**src/hw/xsa_pkg.sv**
```systemverilog
// constants and types for the exchange / stack / add datapath
// assumes a single 100 MHz core clock and a byte-wide data memory port
package xsa_pkg;
   localparam int unsigned DATA_W = 8;
   localparam int unsigned ADDR_W = 8;
   localparam logic [7:0]  WREG_RST = 8'h00;
   localparam logic [7:0]  FLAG_RST = 8'h00;
   localparam logic [7:0]  SP_RST   = 8'h00;
   localparam logic [7:0]  SP_STEP  = 8'h02;
   localparam logic [7:0]  SP_HI    = 8'h01;
   // flag byte bit positions
   localparam int unsigned FZ_BIT  = 0;
   localparam int unsigned FC_BIT  = 1;
   localparam int unsigned FAC_BIT = 2;
   localparam int unsigned FOV_BIT = 3;
   // operation codes on the request port
   localparam logic [3:0] OP_SWAP  = 4'h1;
   localparam logic [3:0] OP_PUSH  = 4'h2;
   localparam logic [3:0] OP_POP   = 4'h3;
   localparam logic [3:0] OP_ADDI  = 4'h4;
   localparam logic [3:0] OP_ADDAM = 4'h5;
   localparam logic [3:0] OP_ADDMA = 4'h6;
   localparam logic [3:0] OP_ADCAM = 4'h7;
   localparam logic [3:0] OP_ADCMA = 4'h8;

   typedef enum logic [2:0] {
      ST_IDLE, ST_RD, ST_RD2, ST_EXEC, ST_WR2, ST_DONE
   } state_t;
endpackage : xsa_pkg

```
**src/hw/alu_if.sv**
```systemverilog
// adder operand/result bundle between datapath and adder
// assumes both ends in the same clock domain
interface alu_if;
   logic [7:0] op_a;
   logic [7:0] op_b;
   logic       cin;
   logic [7:0] sum;
   logic [3:0] flags;
   modport core (output op_a, output op_b, output cin,
                 input sum, input flags);
   modport adder (input op_a, input op_b, input cin,
                  output sum, output flags);
endinterface : alu_if

```
**src/hw/byte_adder.sv**
```systemverilog
// 8-bit adder with zero, carry, nibble carry and signed range flags
// assumes flag positions from xsa_pkg
module byte_adder (
   alu_if.adder a
);
   import xsa_pkg::*;
   logic [4:0] lo;
   logic [8:0] full;
   logic [7:0] s;
   always_comb begin
      lo   = {1'b0, a.op_a[3:0]} + {1'b0, a.op_b[3:0]} + {4'h0, a.cin};
      full = {1'b0, a.op_a} + {1'b0, a.op_b} + {8'h00, a.cin};
      s    = full[7:0];
      a.sum = s;
      a.flags[FZ_BIT]  = (s == 8'h00);
      a.flags[FC_BIT]  = full[8];
      a.flags[FAC_BIT] = lo[4];
      a.flags[FOV_BIT] = (a.op_a[7] == a.op_b[7])
                         && (s[7] != a.op_a[7]);
   end
endmodule : byte_adder

```
**src/hw/xsa_datapath.sv**
```systemverilog
// exchange, stack and add datapath for the 8-bit core
// assumes memory reads return data the cycle after mem_rd
module xsa_datapath (
   // clock and reset
   input  wire logic             clk,
   input  wire logic             rst_n,
   // operation request
   input  wire logic             op_valid,
   input  wire logic [3:0]       op_code,
   input  wire logic [7:0]       op_addr,
   input  wire logic [7:0]       op_imm,
   // data memory
   output logic                  mem_rd,
   output logic                  mem_wr,
   output logic [7:0]            mem_addr,
   output logic [7:0]            mem_wdata,
   input  wire logic [7:0]       mem_rdata,
   // state
   output logic                  busy,
   output logic                  done,
   output logic [7:0]            working_register,
   output logic [3:0]            flags,
   output logic [7:0]            stack_pointer
);
   import xsa_pkg::*;

   state_t     st_ff, nxt_st;
   logic [3:0] op_ff;
   logic [7:0] addr_ff;
   logic [7:0] imm_ff;
   logic [7:0] wreg_ff;
   logic [3:0] flag_ff;
   logic [7:0] sp_ff;
   logic       rd_ff, wr_ff, done_ff, busy_ff;
   logic [7:0] maddr_ff, wdata_ff;
   logic       uses_mem;
   alu_if      alu ();

   byte_adder u_add (.a(alu.adder));

   assign uses_mem = (op_code != OP_ADDI) && (op_code != OP_PUSH);

   // adder operands
   always_comb begin
      alu.op_a = wreg_ff;
      // memory byte is taken off the read port in its data cycle
      alu.op_b = (op_ff == OP_ADDI) ? imm_ff : mem_rdata;
      alu.cin  = ((op_ff == OP_ADCAM) || (op_ff == OP_ADCMA))
                 ? flag_ff[FC_BIT] : 1'b0;
   end

   // sequencing
   always_comb begin
      nxt_st = st_ff;
      case (st_ff)
         ST_IDLE: begin
            if (op_valid) begin
               if (uses_mem) begin
                  nxt_st = ST_RD;
               end else begin
                  nxt_st = ST_EXEC;
               end
            end
         end
         ST_RD: begin
            if (op_ff == OP_POP) begin
               nxt_st = ST_RD2;
            end else begin
               nxt_st = ST_EXEC;
            end
         end
         ST_RD2: nxt_st = ST_EXEC;
         ST_EXEC: begin
            if (op_ff == OP_PUSH) begin
               nxt_st = ST_WR2;
            end else begin
               nxt_st = ST_DONE;
            end
         end
         ST_WR2: nxt_st = ST_DONE;
         ST_DONE: nxt_st = ST_IDLE;
         default: nxt_st = ST_IDLE;
      endcase
   end

   always_ff @(posedge clk or negedge rst_n) begin
      if (!rst_n) begin
         st_ff <= ST_IDLE;
      end else begin
         st_ff <= nxt_st;
      end
   end

   // request capture
   always_ff @(posedge clk or negedge rst_n) begin
      if (!rst_n) begin
         op_ff   <= 4'h0;
         addr_ff <= 8'h00;
         imm_ff  <= 8'h00;
      end else if (st_ff == ST_IDLE && op_valid) begin
         op_ff   <= op_code;
         addr_ff <= op_addr;
         imm_ff  <= op_imm;
      end
   end

   // busy level, registered from the next state
   always_ff @(posedge clk or negedge rst_n) begin
      if (!rst_n) begin
         busy_ff <= 1'b0;
      end else begin
         busy_ff <= (nxt_st != ST_IDLE);
      end
   end

   // stack pointer
   always_ff @(posedge clk or negedge rst_n) begin
      if (!rst_n) begin
         sp_ff <= SP_RST;
      end else if (st_ff == ST_WR2) begin
         sp_ff <= sp_ff + SP_STEP;
      end else if (st_ff == ST_IDLE && op_valid
                   && op_code == OP_POP) begin
         sp_ff <= sp_ff - SP_STEP;
      end
   end

   // working register
   always_ff @(posedge clk or negedge rst_n) begin
      if (!rst_n) begin
         wreg_ff <= WREG_RST;
      end else if (st_ff == ST_RD2) begin
         wreg_ff <= mem_rdata;
      end else if (st_ff == ST_EXEC) begin
         case (op_ff)
            OP_SWAP: wreg_ff <= mem_rdata;
            OP_ADDI, OP_ADDAM, OP_ADCAM: begin
               wreg_ff <= alu.sum;
            end
            default: wreg_ff <= wreg_ff;
         endcase
      end
   end

   // flags
   always_ff @(posedge clk or negedge rst_n) begin
      if (!rst_n) begin
         flag_ff <= FLAG_RST[3:0];
      end else if (st_ff == ST_EXEC) begin
         case (op_ff)
            OP_POP: flag_ff <= mem_rdata[3:0];
            OP_ADDI, OP_ADDAM, OP_ADDMA, OP_ADCAM, OP_ADCMA: begin
               flag_ff <= alu.flags;
            end
            default: flag_ff <= flag_ff;
         endcase
      end
   end

   // memory port
   always_ff @(posedge clk or negedge rst_n) begin
      if (!rst_n) begin
         rd_ff    <= 1'b0;
         wr_ff    <= 1'b0;
         maddr_ff <= 8'h00;
         wdata_ff <= 8'h00;
      end else begin
         rd_ff <= 1'b0;
         wr_ff <= 1'b0;
         if (st_ff == ST_IDLE && op_valid && uses_mem) begin
            rd_ff <= 1'b1;
            if (op_code == OP_POP) begin
               maddr_ff <= sp_ff - SP_STEP;
            end else begin
               maddr_ff <= op_addr;
            end
         end else if (st_ff == ST_RD && op_ff == OP_POP) begin
            rd_ff    <= 1'b1;
            maddr_ff <= sp_ff + SP_HI;
         end else if (st_ff == ST_EXEC) begin
            case (op_ff)
               OP_SWAP: begin
                  wr_ff    <= 1'b1;
                  maddr_ff <= addr_ff;
                  wdata_ff <= wreg_ff;
               end
               OP_ADDMA, OP_ADCMA: begin
                  wr_ff    <= 1'b1;
                  maddr_ff <= addr_ff;
                  wdata_ff <= alu.sum;
               end
               OP_PUSH: begin
                  wr_ff    <= 1'b1;
                  maddr_ff <= sp_ff;
                  wdata_ff <= wreg_ff;
               end
               default: wr_ff <= 1'b0;
            endcase
         end else if (st_ff == ST_WR2) begin
            wr_ff    <= 1'b1;
            maddr_ff <= sp_ff + SP_HI;
            wdata_ff <= {4'h0, flag_ff};
         end
      end
   end

   // completion pulse
   always_ff @(posedge clk or negedge rst_n) begin
      if (!rst_n) begin
         done_ff <= 1'b0;
      end else begin
         done_ff <= (st_ff == ST_DONE);
      end
   end

   assign mem_rd           = rd_ff;
   assign mem_wr           = wr_ff;
   assign mem_addr         = maddr_ff;
   assign mem_wdata        = wdata_ff;
   assign busy             = busy_ff;
   assign done             = done_ff;
   assign working_register = wreg_ff;
   assign flags            = flag_ff;
   assign stack_pointer    = sp_ff;
endmodule : xsa_datapath

```
**config.mk**
```make
export PLATFORM = sky130hd
export DESIGN_NAME = xsa_datapath
export DESIGN_NICKNAME = d
export VERILOG_FILES = /design/src/hw/xsa_pkg.sv /design/src/hw/alu_if.sv /design/src/hw/byte_adder.sv /design/src/hw/xsa_datapath.sv
export SDC_FILE = /design/constraint.sdc
export NUM_CORES = 1
export LEC_CHECK = 0
export BUFFER_PORTS_ARGS = -buffer_cell sky130_fd_sc_hd__buf_4
export CAP_MARGIN = 20
export CORE_UTILIZATION = 60
export DETAILED_ROUTE_END_ITERATION = 6
export PLACE_DENSITY = 0.9
export SLEW_MARGIN = 20
export SYNTH_ARGS = -nofsm -noshare
export SYNTH_HDL_FRONTEND = slang
export SYNTH_SLANG_ARGS = --single-unit
```
**constraint.sdc**
```tcl
create_clock -name clk -period 6.9 [get_ports clk]
set_clock_uncertainty 0.1 [all_clocks]
set_input_delay 0 -clock clk [delete_from_list [all_inputs] [get_ports clk]]
set_output_delay 0 -clock clk [all_outputs]
set_load 0.02 [all_outputs]
```
==> qor.txt <==
======================================================================================
Power per cell area .....................................................  493 nW/um^2
Number of placed I/O pins ...............................................           71
Class of the worst hold path ............................................  in -> async
Avg Synthesized Cell Area ...............................................   10.2 sq um
Clock tree root driver cell .............................................     clkbuf_8
Sequential Area .........................................................   1550 sq um
Sort of element at the end of the critical path .........................         flop
Rel. slew slack .........................................................        35.1%
Primary FF master, synth ................................................      dfrtp_1
Final #Nets .............................................................          493
# DRC ...................................................................            0
WP data arrival .........................................................      4.09 ns
Weighted congestion reported at the end of routability-driven placement .        0.886
Maximum fanout along the worst path .....................................            8
Core Footprint ..........................................................   5890 sq um
Later-pin clock latency in the skew report ..............................      0.34 ns
Area added between synthesis and finish .................................        29.2%
Sum of negative setup slack .............................................         0 ns
Antenna diode count .....................................................            0
Number of antenna violations at the first check in global routing .......            0
Maximum number of pins on one net before global-route repair ............           63
Time the final worst path needs with I/O delays and setup ...............      3.95 ns
Most instantiated cells after synthesis ................................. dfrtp_1, mux2_2, nand2_1
TritonCTS clock tree ....................................................          yes
Net switching power .....................................................      1020 uW
Required time of the critical path ......................................      7.04 ns
Number of pins exceeding their max-slew limit in the final report .......            0
First DRT Iteration DRCs ................................................          243
Internal power ..........................................................      1300 uW
Max cap viols ...........................................................            0
IR drop worst, VDD ......................................................       265 uV
Footprint of the multi-input gates ......................................   1980 sq um
Global-route congestion overflow total ..................................            0
Flop and latch count out of synthesis ...................................           62
Gates resized, CTS repair ...............................................            0
Number of cells produced by synthesis ...................................          357
Filler instances ........................................................          356
Status .................................................................. complete, no violations
Die area ................................................................   6410 sq um
WL/cell ................................................................. 18.2 microns
Number of flops mapped to enable cells by yosys .........................            0
Static Leak .............................................................   0.00210 uW
Post-synthesis instance area ............................................   3650 sq um
Sequential share of power ...............................................        30.5%
Share of synthesized registers carrying an async set or reset ...........         100%
Starting Density ........................................................        62.1%
Synth area leaders ...................................................... dfrtp_1, mux2_2, mux2i_1
Library cell with the highest instance count after synthesis ............      dfrtp_1
Total routing resource utilization after global routing .................        32.0%
Fraction of power consumed by combinational cells .......................        54.0%
Overall power consumption ...............................................      2330 uW
Post-synth top area share ...............................................        42.5%
# setup viols final .....................................................            0
Clock transition at the registers of the reported paths .................      0.07 ns
Die boundary height ..................................................... 80.0 microns
Fmax ....................................................................      253 MHz
Count of TritonRoute iterations in the first routing pass ...............            5
Final hold violation count ..............................................            0
RSZ-0062 raised after global routing ....................................        false
Site Rows ...............................................................           28
Net switching fraction of the power .....................................        44.0%
Final period utilization ................................................        57.3%
Crit path kind ..........................................................   reg -> reg
Via count of the first global-routing pass ..............................         3180
Routed Antenna Nets .....................................................            0
Critical path launch point type .........................................         flop
Least-Margin Pin Slew ...................................................     0.972 ns
Clock Sink Count ........................................................           62
Net count after synthesis ...............................................          399
Die Width ............................................................... 80.0 microns
Unique cell type count in the Yosys netlist .............................           50
Max Buffers Root-to-Sink ................................................            2
Final routed wirelength across all metal layers .........................      9.67 mm
Fraction of final layout cells sized beyond drive strength 1 ............        30.0%
Sequential area share after synthesis ...................................        42.5%
IO buf count ............................................................           69
Cell type with the largest total area after synthesis ...................      dfrtp_1
Total via count after detailed routing ..................................         3251
Clock share of power ....................................................        15.5%
Placed wire-length estimate after detailed placement ....................      6.43 mm
Number of CTS-inserted buffers ..........................................            9
# Post-CTS Setup Buffers ................................................            0
Via density per instance ................................................         6.12
H-tree depth reported by CTS ............................................            3
Wire length of the first global-routing pass ............................      15.4 mm
Number of warnings issued by yosys ......................................            0
======================================================================================
[timing repair]
item	in CTS	in global routing
hold endpoints to repair	95	0
hold buffers	30	0
setup endpoints to repair	0	0
[layer usage]
layer,vias to the layer above,wire [microns],global-route usage [%]
met5,-,0,0
met4,0,343,17.0
met3,35,638,6.06
met2,167,4740,52.0
met1,1577,3950,40.4
li1,1472,-,-
[cell usage in the layout (no fill, tap or decap), types with 3 or more instances in the layout]
cell           synthesis  routed
a211oi_1               3       3
a21o_1                 4       4
a21oi_1               19      19
a22o_1                 4       4
a31oi_1                4       4
and3_1                 4       4
buf_4                  2      71
clkbuf_8               0      10
dfrtp_1               62      62
dlygate4sd3_1          0      30
ha_1                   9       9
inv_1                 10      10
mux2_2                40      40
mux2i_1               20      20
nand2_1               33      33
nand2b_1               3       3
nand3_1                5       5
nor2_1                19      19
nor2b_1                7       6
nor3_1                 9       9
o211ai_1               5       5
o21ai_0               27      27
o22ai_1                5       5
xnor2_1                8       8
xor2_1                 7       7
[critical path, stage by stage, from the launching register on]
cell      delay [ns]
dfrtp_1         0.46
inv_1           0.13
nand2_1         0.10
nor3_2          0.59
mux2_2          0.43
fa_1            0.42
inv_1           0.09
fa_1            0.20
nand2b_1        0.15
nand2b_1        0.06
a21o_1          0.19
xor2_1          0.17
or4_1           0.55
o41ai_2         0.22
[area by class of cell]
class | instances | share of cell area, %
Clock buffer | 10 | 2.91
Clock inverter | 6 | 1.80
Inverter | 10 | 0.795
Multi-Input combinational cell | 267 | 42.0
Sequential cell | 62 | 32.8
Tap cell | 75 | 1.99
Timing Repair Buffer | 101 | 17.6
[power by group through the flow]
stage               sequential, uW  combinational [uW]  clock, uW
floorplan                      731                 817          0
global placement               694                1160          0
detailed placement             708                1210          0
CTS                            703                1240        362
global route                   731                1350        379
finish                         709                1260        360
[worst paths after layout]
check | cells after the start | start | to | slack, ns
max | 13 | op_ff[3] | flags[0] | 2.95
min | 2 | rst_n | mem_wdata[3] | 0.18
max reg2reg | 13 | op_ff[3] | flags[0] | 2.95
min reg2reg | 2 | mem_wdata[0] | mem_wdata[0] | 0.39
max in group asynchronous | 2 | rst_n | stack_pointer[3] | 6.00
min in group clk | 3 | op_imm[5] | imm_ff[5] | 0.32
[per-stage QoR]
| step | area, sq um | util, % | hold slack [ns] | std cells | worst slack [ns] |
|---|---|---|---|---|---|
| after detailed placement | 4200 | 71.3 | 0.0337 | 485 | 3.03 |
| after global routing | 4720 | 80.3 | 0.255 | 531 | 2.74 |
| final | 4720 | 80.3 | 0.175 | 531 | 2.95 |
| after CTS | 4720 | 80.2 | 0.203 | 531 | 3.00 |
| after global placement | 4200 | 71.3 | 0.0211 | 485 | 3.26 |
| after floorplan | 3650 | - | -0.396 | 357 | 3.44 |
[flip-flops by register name (all words and copies together) (netlist names)]
signal and cells:
addr_ff 8, busy 1, done 1, flags 4, imm_ff 8, mem_addr 8, mem_rd 1, mem_wdata 8
mem_wr 1, op_ff 4, st_ff 3, stack_pointer 7, working_register 8
[kinds of logic (layout without fill, tap and decap cells)]
group                      Yosys count  count (layout)  share of synthesized area [%]
AOI/OAI and AO/OA                   86              86                           15.0
muxes                               61              61                           18.1
buffers and inverters               28             127                           3.32
adders and majority gates           11              11                           4.18
other                                1               1                          0.103
DFF                                 62              62                           42.5
xor gates and xnor gates            15              15                           3.59
and+or+nand+nor                     93              93                           13.2
(Power assumes the default switching activity.)
